## config.mk

```make
export PLATFORM = sky130hd
export DESIGN_NAME = lpmc_ctrl
export DESIGN_NICKNAME = d
export VERILOG_FILES = /design/src/design/lpmc_pkg.sv /design/src/design/lpmc_sync.sv /design/src/design/lpmc_ctrl.sv
export SDC_FILE = /design/constraint.sdc
export NUM_CORES = 1
export LEC_CHECK = 0
export ABC_AREA = 1
export BUFFER_PORTS_ARGS = -buffer_cell sky130_fd_sc_hd__buf_2
export CORE_ASPECT_RATIO = 1.1
export CORE_UTILIZATION = 62
export DETAILED_ROUTE_END_ITERATION = 8
export PLACE_DENSITY = 0.8
export SLEW_MARGIN = 20
export SYNTH_ARGS = -nofsm -noshare
export SYNTH_HDL_FRONTEND = slang
export SYNTH_SLANG_ARGS = --single-unit
```

## constraint.sdc

```tcl
create_clock -name clk_i -period 2.1 [get_ports clk_i]
set_input_delay 0.21 -clock clk_i [delete_from_list [all_inputs] [get_ports clk_i]]
set_output_delay 0.21 -clock clk_i [all_outputs]
set_load 0.05 [all_outputs]
```

## src/design/lpmc_pkg.sv

```systemverilog
// package: timing constants and states of the low power mode control
// assumes a 100 MHz system clock
package lpmc_pkg;
  localparam int unsigned CLK_PERIOD_NS   = 10;
  localparam int unsigned ENTRY_TIME_NS   = 800;
  localparam int unsigned EXIT_TIME_US    = 200;
  localparam int unsigned INIT_CYCLES     = 16;
  // entry needs strictly longer than 800 ns: one cycle beyond the count
  localparam int unsigned ENTRY_CYCLES    = ENTRY_TIME_NS / CLK_PERIOD_NS + 1;
  // exit needs strictly longer than 200 us
  localparam int unsigned EXIT_CYCLES     =
    (EXIT_TIME_US * 1000) / CLK_PERIOD_NS + 1;
  localparam int unsigned CNT_W           = 16;
  typedef enum logic [1:0] {
    LPMC_RUN,
    LPMC_SLEEP,
    LPMC_INIT
  } lpmc_state_t;
endpackage : lpmc_pkg

```

## src/design/lpmc_sync.sv

```systemverilog
// two flip-flop synchroniser for the sleep request pin
// assumes the pin is asynchronous to clk_i
`timescale 1ns/100ps
module lpmc_sync (
  // clock and reset
  input  wire logic clk_i,
  input  wire logic sys_rst_i,
  // async level in, synced level out
  input  wire logic async_i,
  output logic      sync_o
);
  logic meta_r;
  always_ff @(posedge clk_i)
  begin
    if (sys_rst_i)
    begin
      meta_r <= 1'b0;
      sync_o <= 1'b0;
    end
    else
    begin
      meta_r <= async_i;
      sync_o <= meta_r;
    end
  end
endmodule : lpmc_sync

```

## src/design/lpmc_ctrl.sv

```systemverilog
// low power mode control: sleep entry and exit sequencing
// assumes one 100 MHz clock and an external controller on the pin
//
// How it works
// - sleep is entered only after the pin stays high over 800 ns.
// - in sleep the core enable is dropped so the core draws no power.
// - in sleep the input buffer enable is dropped.
// - in sleep all output and bidirectional drivers are released.
// - entering sleep clears the core state through a register wipe.
// - after the low interval the device starts initialization itself.
`timescale 1ns/100ps
module lpmc_ctrl (
  // clock and reset
  input  wire logic                  clk_i,
  input  wire logic                  sys_rst_i,
  // sleep request pin
  input  wire logic                  sleep_request_pin_i,
  // core and pad controls
  output logic                       core_en_o,
  output logic                       in_buf_en_o,
  output logic                       out_drv_en_o,
  output logic                       reg_wipe_o,
  output logic                       init_start_o,
  output logic                       init_busy_o,
  output lpmc_pkg::lpmc_state_t      state_o
);
  import lpmc_pkg::*;

  logic                 req_s;
  logic [CNT_W-1:0]     cnt_r;
  logic [CNT_W-1:0]     cnt_nxt;
  lpmc_state_t          state_r;
  lpmc_state_t          state_nxt;

  localparam logic [CNT_W-1:0] ENTRY_CNT = CNT_W'(ENTRY_CYCLES);
  localparam logic [CNT_W-1:0] EXIT_CNT  = CNT_W'(EXIT_CYCLES);
  localparam logic [CNT_W-1:0] INIT_CNT  = CNT_W'(INIT_CYCLES);

  lpmc_sync u_sync (
    .clk_i     (clk_i),
    .sys_rst_i (sys_rst_i),
    .async_i   (sleep_request_pin_i),
    .sync_o    (req_s)
  );

  wire run_st   = (state_r == LPMC_RUN);
  wire sleep_st = (state_r == LPMC_SLEEP);
  wire init_st  = (state_r == LPMC_INIT);
  // count high time in run, low time in sleep, init length in init
  wire counting = (run_st & req_s) | (sleep_st & ~req_s) | init_st;
  wire enter_go = run_st & req_s & (cnt_r == ENTRY_CNT - 16'h0001);
  wire exit_go  = sleep_st & ~req_s &
                  (cnt_r == EXIT_CNT - 16'h0001);
  wire init_end = init_st & (cnt_r == INIT_CNT - 16'h0001);

  assign cnt_nxt = (enter_go | exit_go | init_end | ~counting) ? 16'h0000
                 : cnt_r + 16'h0001;

  always_comb
  begin
    state_nxt = state_r;
    case (state_r)
      LPMC_RUN:
        if (enter_go)
          state_nxt = LPMC_SLEEP;
      LPMC_SLEEP:
        if (exit_go)
          state_nxt = LPMC_INIT;
      LPMC_INIT:
        if (req_s)
          state_nxt = LPMC_RUN;
        else if (init_end)
          state_nxt = LPMC_RUN;
      default:
        state_nxt = LPMC_RUN;
    endcase
  end

  always_ff @(posedge clk_i)
  begin
    if (sys_rst_i)
    begin
      state_r <= LPMC_RUN;
      cnt_r   <= 16'h0000;
    end
    else
    begin
      state_r <= state_nxt;
      cnt_r   <= (state_nxt != state_r) ? 16'h0000 : cnt_nxt;
    end
  end

  wire nxt_awake = (state_nxt != LPMC_SLEEP);

  always_ff @(posedge clk_i)
  begin
    if (sys_rst_i)
    begin
      core_en_o    <= 1'b1;
      in_buf_en_o  <= 1'b1;
      out_drv_en_o <= 1'b1;
      reg_wipe_o   <= 1'b0;
      init_start_o <= 1'b0;
      init_busy_o  <= 1'b0;
      state_o      <= LPMC_RUN;
    end
    else
    begin
      core_en_o    <= nxt_awake;
      in_buf_en_o  <= nxt_awake;
      out_drv_en_o <= nxt_awake;
      reg_wipe_o   <= ~nxt_awake;
      init_start_o <= exit_go;
      init_busy_o  <= (state_nxt == LPMC_INIT);
      state_o      <= state_nxt;
    end
  end

  // helper: length of the current low stretch in sleep
  int unsigned low_run_r;
  always_ff @(posedge clk_i)
  begin
    if (sys_rst_i | ~sleep_st | req_s)
      low_run_r <= 0;
    else
      low_run_r <= low_run_r + 1;
  end

  // helper: length of the current high stretch in run
  int unsigned high_run_r;
  always_ff @(posedge clk_i)
  begin
    if (sys_rst_i | ~run_st | ~req_s)
      high_run_r <= 0;
    else
      high_run_r <= high_run_r + 1;
  end

  // helper: cycles spent in the current init phase
  int unsigned init_run_r;
  always_ff @(posedge clk_i)
  begin
    if (sys_rst_i | ~init_st)
      init_run_r <= 0;
    else
      init_run_r <= init_run_r + 1;
  end

  a_entry_min: assert property (
    @(posedge clk_i) disable iff (sys_rst_i)
    $rose(state_r == LPMC_SLEEP) |-> $past(req_s, 1))
    else $error("sleep entered without request high");

  a_entry_time: assert property (
    @(posedge clk_i) disable iff (sys_rst_i)
    run_st && req_s && high_run_r == ENTRY_CYCLES - 1 |=> sleep_st)
    else $error("sleep not entered after 810 ns high");

  a_entry_early: assert property (
    @(posedge clk_i) disable iff (sys_rst_i)
    run_st && !(req_s && high_run_r == ENTRY_CYCLES - 1) |=> !sleep_st)
    else $error("sleep entered before 810 ns high");

  a_short_pulse: assert property (
    @(posedge clk_i) disable iff (sys_rst_i)
    run_st && !req_s ##1 req_s [*8] ##1 !req_s |-> run_st)
    else $error("short pulse caused sleep");

  a_core_off: assert property (
    @(posedge clk_i) disable iff (sys_rst_i)
    sleep_st |-> !core_en_o)
    else $error("core enabled in sleep");

  a_pads_on: assert property (
    @(posedge clk_i) disable iff (sys_rst_i)
    !sleep_st |-> core_en_o && in_buf_en_o && out_drv_en_o && !reg_wipe_o)
    else $error("core or pads off while awake");

  a_inbuf_off: assert property (
    @(posedge clk_i) disable iff (sys_rst_i)
    sleep_st |-> !in_buf_en_o && !out_drv_en_o)
    else $error("buffers enabled in sleep");

  a_drv_off: assert property (
    @(posedge clk_i) disable iff (sys_rst_i)
    out_drv_en_o |-> state_o != LPMC_SLEEP)
    else $error("drivers on in sleep");

  a_wipe_sleep: assert property (
    @(posedge clk_i) disable iff (sys_rst_i)
    reg_wipe_o == (state_o == LPMC_SLEEP))
    else $error("wipe does not match sleep");

  a_exit_time: assert property (
    @(posedge clk_i) disable iff (sys_rst_i)
    sleep_st && !req_s && low_run_r == EXIT_CYCLES - 1 |=>
      init_st && init_start_o)
    else $error("init not started after low interval");

  a_no_early: assert property (
    @(posedge clk_i) disable iff (sys_rst_i)
    $rose(init_st) |-> $past(low_run_r, 1) == EXIT_CYCLES - 1)
    else $error("wakeup before low interval");

  a_start_once: assert property (
    @(posedge clk_i) disable iff (sys_rst_i)
    init_start_o |-> init_st ##1 !init_start_o)
    else $error("init start not a single pulse in init");

  a_init_hold: assert property (
    @(posedge clk_i) disable iff (sys_rst_i)
    init_st && !req_s && init_run_r < INIT_CYCLES - 1 |=>
      init_st && init_busy_o)
    else $error("init phase ended early");

  a_init_len: assert property (
    @(posedge clk_i) disable iff (sys_rst_i)
    init_st && !req_s && init_run_r == INIT_CYCLES - 1 |=>
      run_st && !init_busy_o)
    else $error("init phase did not end on time");

  c_sleep: cover property (@(posedge clk_i) $rose(sleep_st));
  c_wake:  cover property (@(posedge clk_i) $rose(init_st));
  c_short: cover property (@(posedge clk_i) run_st && $fell(req_s));
  c_done:  cover property (@(posedge clk_i) init_end);
  c_abort: cover property (@(posedge clk_i) init_st && req_s);
endmodule : lpmc_ctrl

```

# Word level (Yosys, flattened, before mapping)
# Index checks and enable logic that the tools add are counted.
# op_classes
addsub,1
n_eq_ne,8
n_mux,5
bitwise,13
reduce_logical,2
# ops
operator,count
$add 16x1->16 const B,1
$eq 16x15->1 const B,1
$eq 16x4->1 const B,1
$eq 16x7->1 const B,1
$mux 2,4
$pmux 2 s3,1
$and 1x1->1,5
$or 1x1->1,5
$eq 2x2->1 const B,2
$not 1->1,3
$reduce_or 3->1,1
$eq 2x1->1 const B,1
$logic_not 2->1,1
$ne 2x1->1 const B,1
$ne 2x2->1,1
# word_totals
ff_bits,24
input_bits,3
out_inout_bits,8

# Logic depth before layout (Yosys ltp)
# depth
depth_word,7
depth_mapped,10
depth_no_buf,9

# By module
# A second synthesis with hierarchy kept.
# hier_totals
hier_cells,173
area_unflattened_um2,1270.0
# by_module_without_submodules
module,n_inst,cells_per_inst,area_each_um2,seq_area_each_um2
lpmc_ctrl,1,167,1214.9,440.4
lpmc_sync,1,6,55.1,40.0

# Worst setup path before layout
# OpenSTA, ideal clock, no wires.
# synth_timing
path_type,register to register
start,reg state_o[0] (netlist name)
end,reg cnt_r[6]
setup_ns,0.121
arrival_ns,1.520
required_ns,1.979
slack_ns,0.459
stages_incl_launch_ff,11
n_path_buf,1
period_less_slack_ns,1.641
cell_sequence,dfxtp_1 inv_2 nor2_2 nand2_1 inv_1 nand3_4 nand2_2 nor2_2 nand2_4 buf_12 nor2_4
# synth_rtl
element,line_no,text
"end signal, assigned",lpmc_ctrl.sv:89,cnt_r <= (state_nxt != state_r) ? 16'h0000 : cnt_nxt;
"end, declared",lpmc_ctrl.sv:30,logic [CNT_W-1:0] cnt_r;

# Worst setup path in the final report
# layout_timing
start,reg cnt_r[0]
end,reg cnt_r[1]
# layout_between
elab_chain_cells,7
elab_cells_between_ends,17
classes_between,add/sub (1); eq/ne (4); mux (5); bitwise (6); reduce/logical (1)
# layout_rtl
element,line_no,text
$eq 16x4->1,lpmc_ctrl.sv:54,wire init_end = init_st & (cnt_r == INIT_CNT - 16'h0001);
$and 1x1->1,lpmc_ctrl.sv:54,
$mux 2,lpmc_ctrl.sv:72,else if (init_end)
$mux 2,lpmc_ctrl.sv:70,if (req_s)
$pmux 2 s3,lpmc_ctrl.sv:62,case (state_r)
$ne 2x2->1,lpmc_ctrl.sv:89,
$reduce_or 3->1 (no source line),--,
# Parallel ways exist; a longest one is shown, timed or not.
# A chain may end at the register's enable or synchronous reset.

==> results.yml <==
clocking:
  clk_latency_ns: 0.31
  htreeDepth: 1
  clock-sinks: 24
  cts_tree: "built"
  cts-root-buf: "clkbuf_4"
  clock_path_buffers: 2
  clkTransAtPathRegs_ns: 0.12
  cts_buffers: 3
  holdBufCountCts: 0
  postCtsSetupBuffers: 0
  cts_resized: 0
timing:
  max_slew_margin_pct: 75.4
  tightestPinTransition_ns: 0.368
  period_share_pct: 79.8
  drv_slew: 0
  hold_viol_final: 0
  setup_viol: 0
  fmax_mhz: 596
  layout_setup_ws_ns: 0.423
  setup_tns_ns: 0
  rsz0062_at_grt: "no"
  fin_crit_ns: 1.68
  fin_skew_ns: 0.00201
finish:
  nFillCells: 183
  area_delta_synth_final_pct: 6.28
  regArea_um2: 480
  layout-drive-gt1-share_pct: 26.7
  multi_input_area_um2: 706
  nets: 182
  diodes: 0
logic_synthesis:
  ys_top_cells_by_count: "nor2_1, dfxtp_1, inv_1"
  synth_area_leader_cell: "dfxtp_1"
  yosysUniqueCellTypes: 24
  synth_edf_count: 0
  netlist_instances: 166
  syn_area_um2: 1320
  yosys_warnings: 0
  syn-num-nets: 171
  synth_seq_area_share_pct: 36.5
  avgSynthCellArea_um2: 7.92
  yosysMostFrequentCell: "nor2_1"
  ys_ff_latch: 24
  yosys-top-cells-area: "dfxtp_1, nor2_4, nor2_1"
  async_flop_share_pct: 0
  synth_ff_type: "dfxtp_1"
  synth.top_cell.area_share_pct: 36.5
global_route:
  grt_pass1_vias: 949
  grt_max_degree: 17
  grt_antenna_before_repair: 0
  grt_use_total_pct: 22.7
  grt-ovfl-total: 0
  grt_pass1_wl_mm: 3.90
routing:
  drtIter0Drc: 21
  num_vias: 1004
  drt-wirelength-per-cell_um: 10.5
  drc_errors: 0
  vias_per_cell: 4.92
  ant_nets: 0
  wl_mm: 2.15
  first_pass_iters: 4
floorplan:
  start_util_pct: 65.8
  num_rows: 17
  fp.dieW_um: 45.9
  io_pins: 11
  dieArea_um2: 2310
  core_um2: 2000
  die_height_um: 50.3
setup_path:
  crit_arrival_ns: 1.88
  crit_type: "reg2reg"
  endpoint_kind: "register"
  cp.required_ns: 2.30
  max_stage_delay_ns: 0.39
  startpoint_type: "register"
  slowest_stage: "dfxtp_1"
  crit_chain: "ha_1, nand3_2, nor2_2, nand2_2, nand2_2, nand3_2, nand2_4, nor2_1"
  path_max_fanout: 16
power_and_ir_drop:
  total_power_mw: 0.714
  p_per_area_nw_per_um2: 511
  leakagePower_nw: 0.512
  vdd_ir_drop_max_mv: 0.434
run_status:
  outcome: "finished, final reports clean"
min_path:
  hold_class: "in2reg"
place:
  dp_slack_ns: 0.428
  gp_congestion: 0.875
  io_buffer_count: 10
  detailed_place_hpwl_mm: 1.63
job:
  maxCapViolCount: 0
==> cell families (layout without fill, tap and decap cells) <==
family | after synthesis | after routing | synth area share, %
simple gates | 93 | 93 | 40.8
buf+inv | 28 | 38 | 9.80
flops | 24 | 24 | 36.5
xor+xnor | 13 | 13 | 8.66
compound gates | 6 | 6 | 2.28
fa+ha+maj | 2 | 2 | 1.90
==> stage by stage <==
| stage | hold WS [ns] | util (%) | std cells | instance area [µm²] |
|---|---|---|---|---|
| 2_1_floorplan | 0.317 | - | 166 | 1320 |
| 3_3_place_gp | 0.393 | 68.1 | 200 | 1360 |
| 3_5_place_dp | 0.401 | 68.1 | 200 | 1360 |
| 4_1_cts | 0.0829 | 69.9 | 204 | 1400 |
| 5_1_grt | 0.0773 | 69.9 | 204 | 1400 |
| 6_report | 0.0870 | 69.9 | 204 | 1400 |
==> where the power goes <==
group	switching, mW	internal (mW)
Sequential	0.00169	0.458
Combinational	0.0114	0.00495
Clock	0.132	0.106
==> critical path, delay by kind of cell (launching register included) <==
kind / cells / cell delay [ns]
DFF: 1 / 0.39
adders and majority gates: 1 / 0.22
and+or+nand+nor: 7 / 0.94
==> worst paths after layout <==
path / cells past startpoint / slack, ns / start / endpoint
hold reg to reg: 2 / 0.42 / u_sync.meta_r / u_sync.sync_o
setup / recovery: 8 / 0.42 / cnt_r[0] / cnt_r[1]
hold / removal: 3 / 0.09 / sleep_request_pin_i / u_sync.meta_r
setup reg to reg: 8 / 0.42 / cnt_r[0] / cnt_r[1]
==> layout make-up <==
cell class	count	share of cell area, %
tap	28	2.51
sequential	24	34.4
inverter	24	6.45
timing repair buffer	10	3.58
clock buffer	4	2.60
multi-input combinational	114	50.5
==> placed cells by master (no fill, tap or decap), types with 3 or more instances in the layout <==
cell      synthesis  final
nor2_1           31     31
xnor2_1           7      7
clkbuf_4          0      3
xor2_1            6      6
nand2_1          19     19
nand3_1           8      8
nor2_4           13     13
buf_2             0     10
inv_1            20     20
nand2_2           8      8
dfxtp_1          24     24
a21oi_1           5      5
nor2_2            5      5
==> sequential cells by signal, indices dropped and copies added (netlist names) <==
signal,flops
cnt_r,16
reg_wipe_o,1
state_o,2
u_sync.meta_r,1
u_sync.sync_o,1
init_busy_o,1
out_drv_en_o,1
init_start_o,1
==> metal layers <==
layer / vias to the layer above / part of all wire (%) / global-route usage [%]
li1: 521 / - / -
met1: 461 / 47 / 29.6
met2: 17 / 48 / 34.5
met3: 5 / 2.7 / 4.32
met4: 0 / 1.8 / 11.8
met5: - / 0 / 0
(Power assumes the default switching activity.)
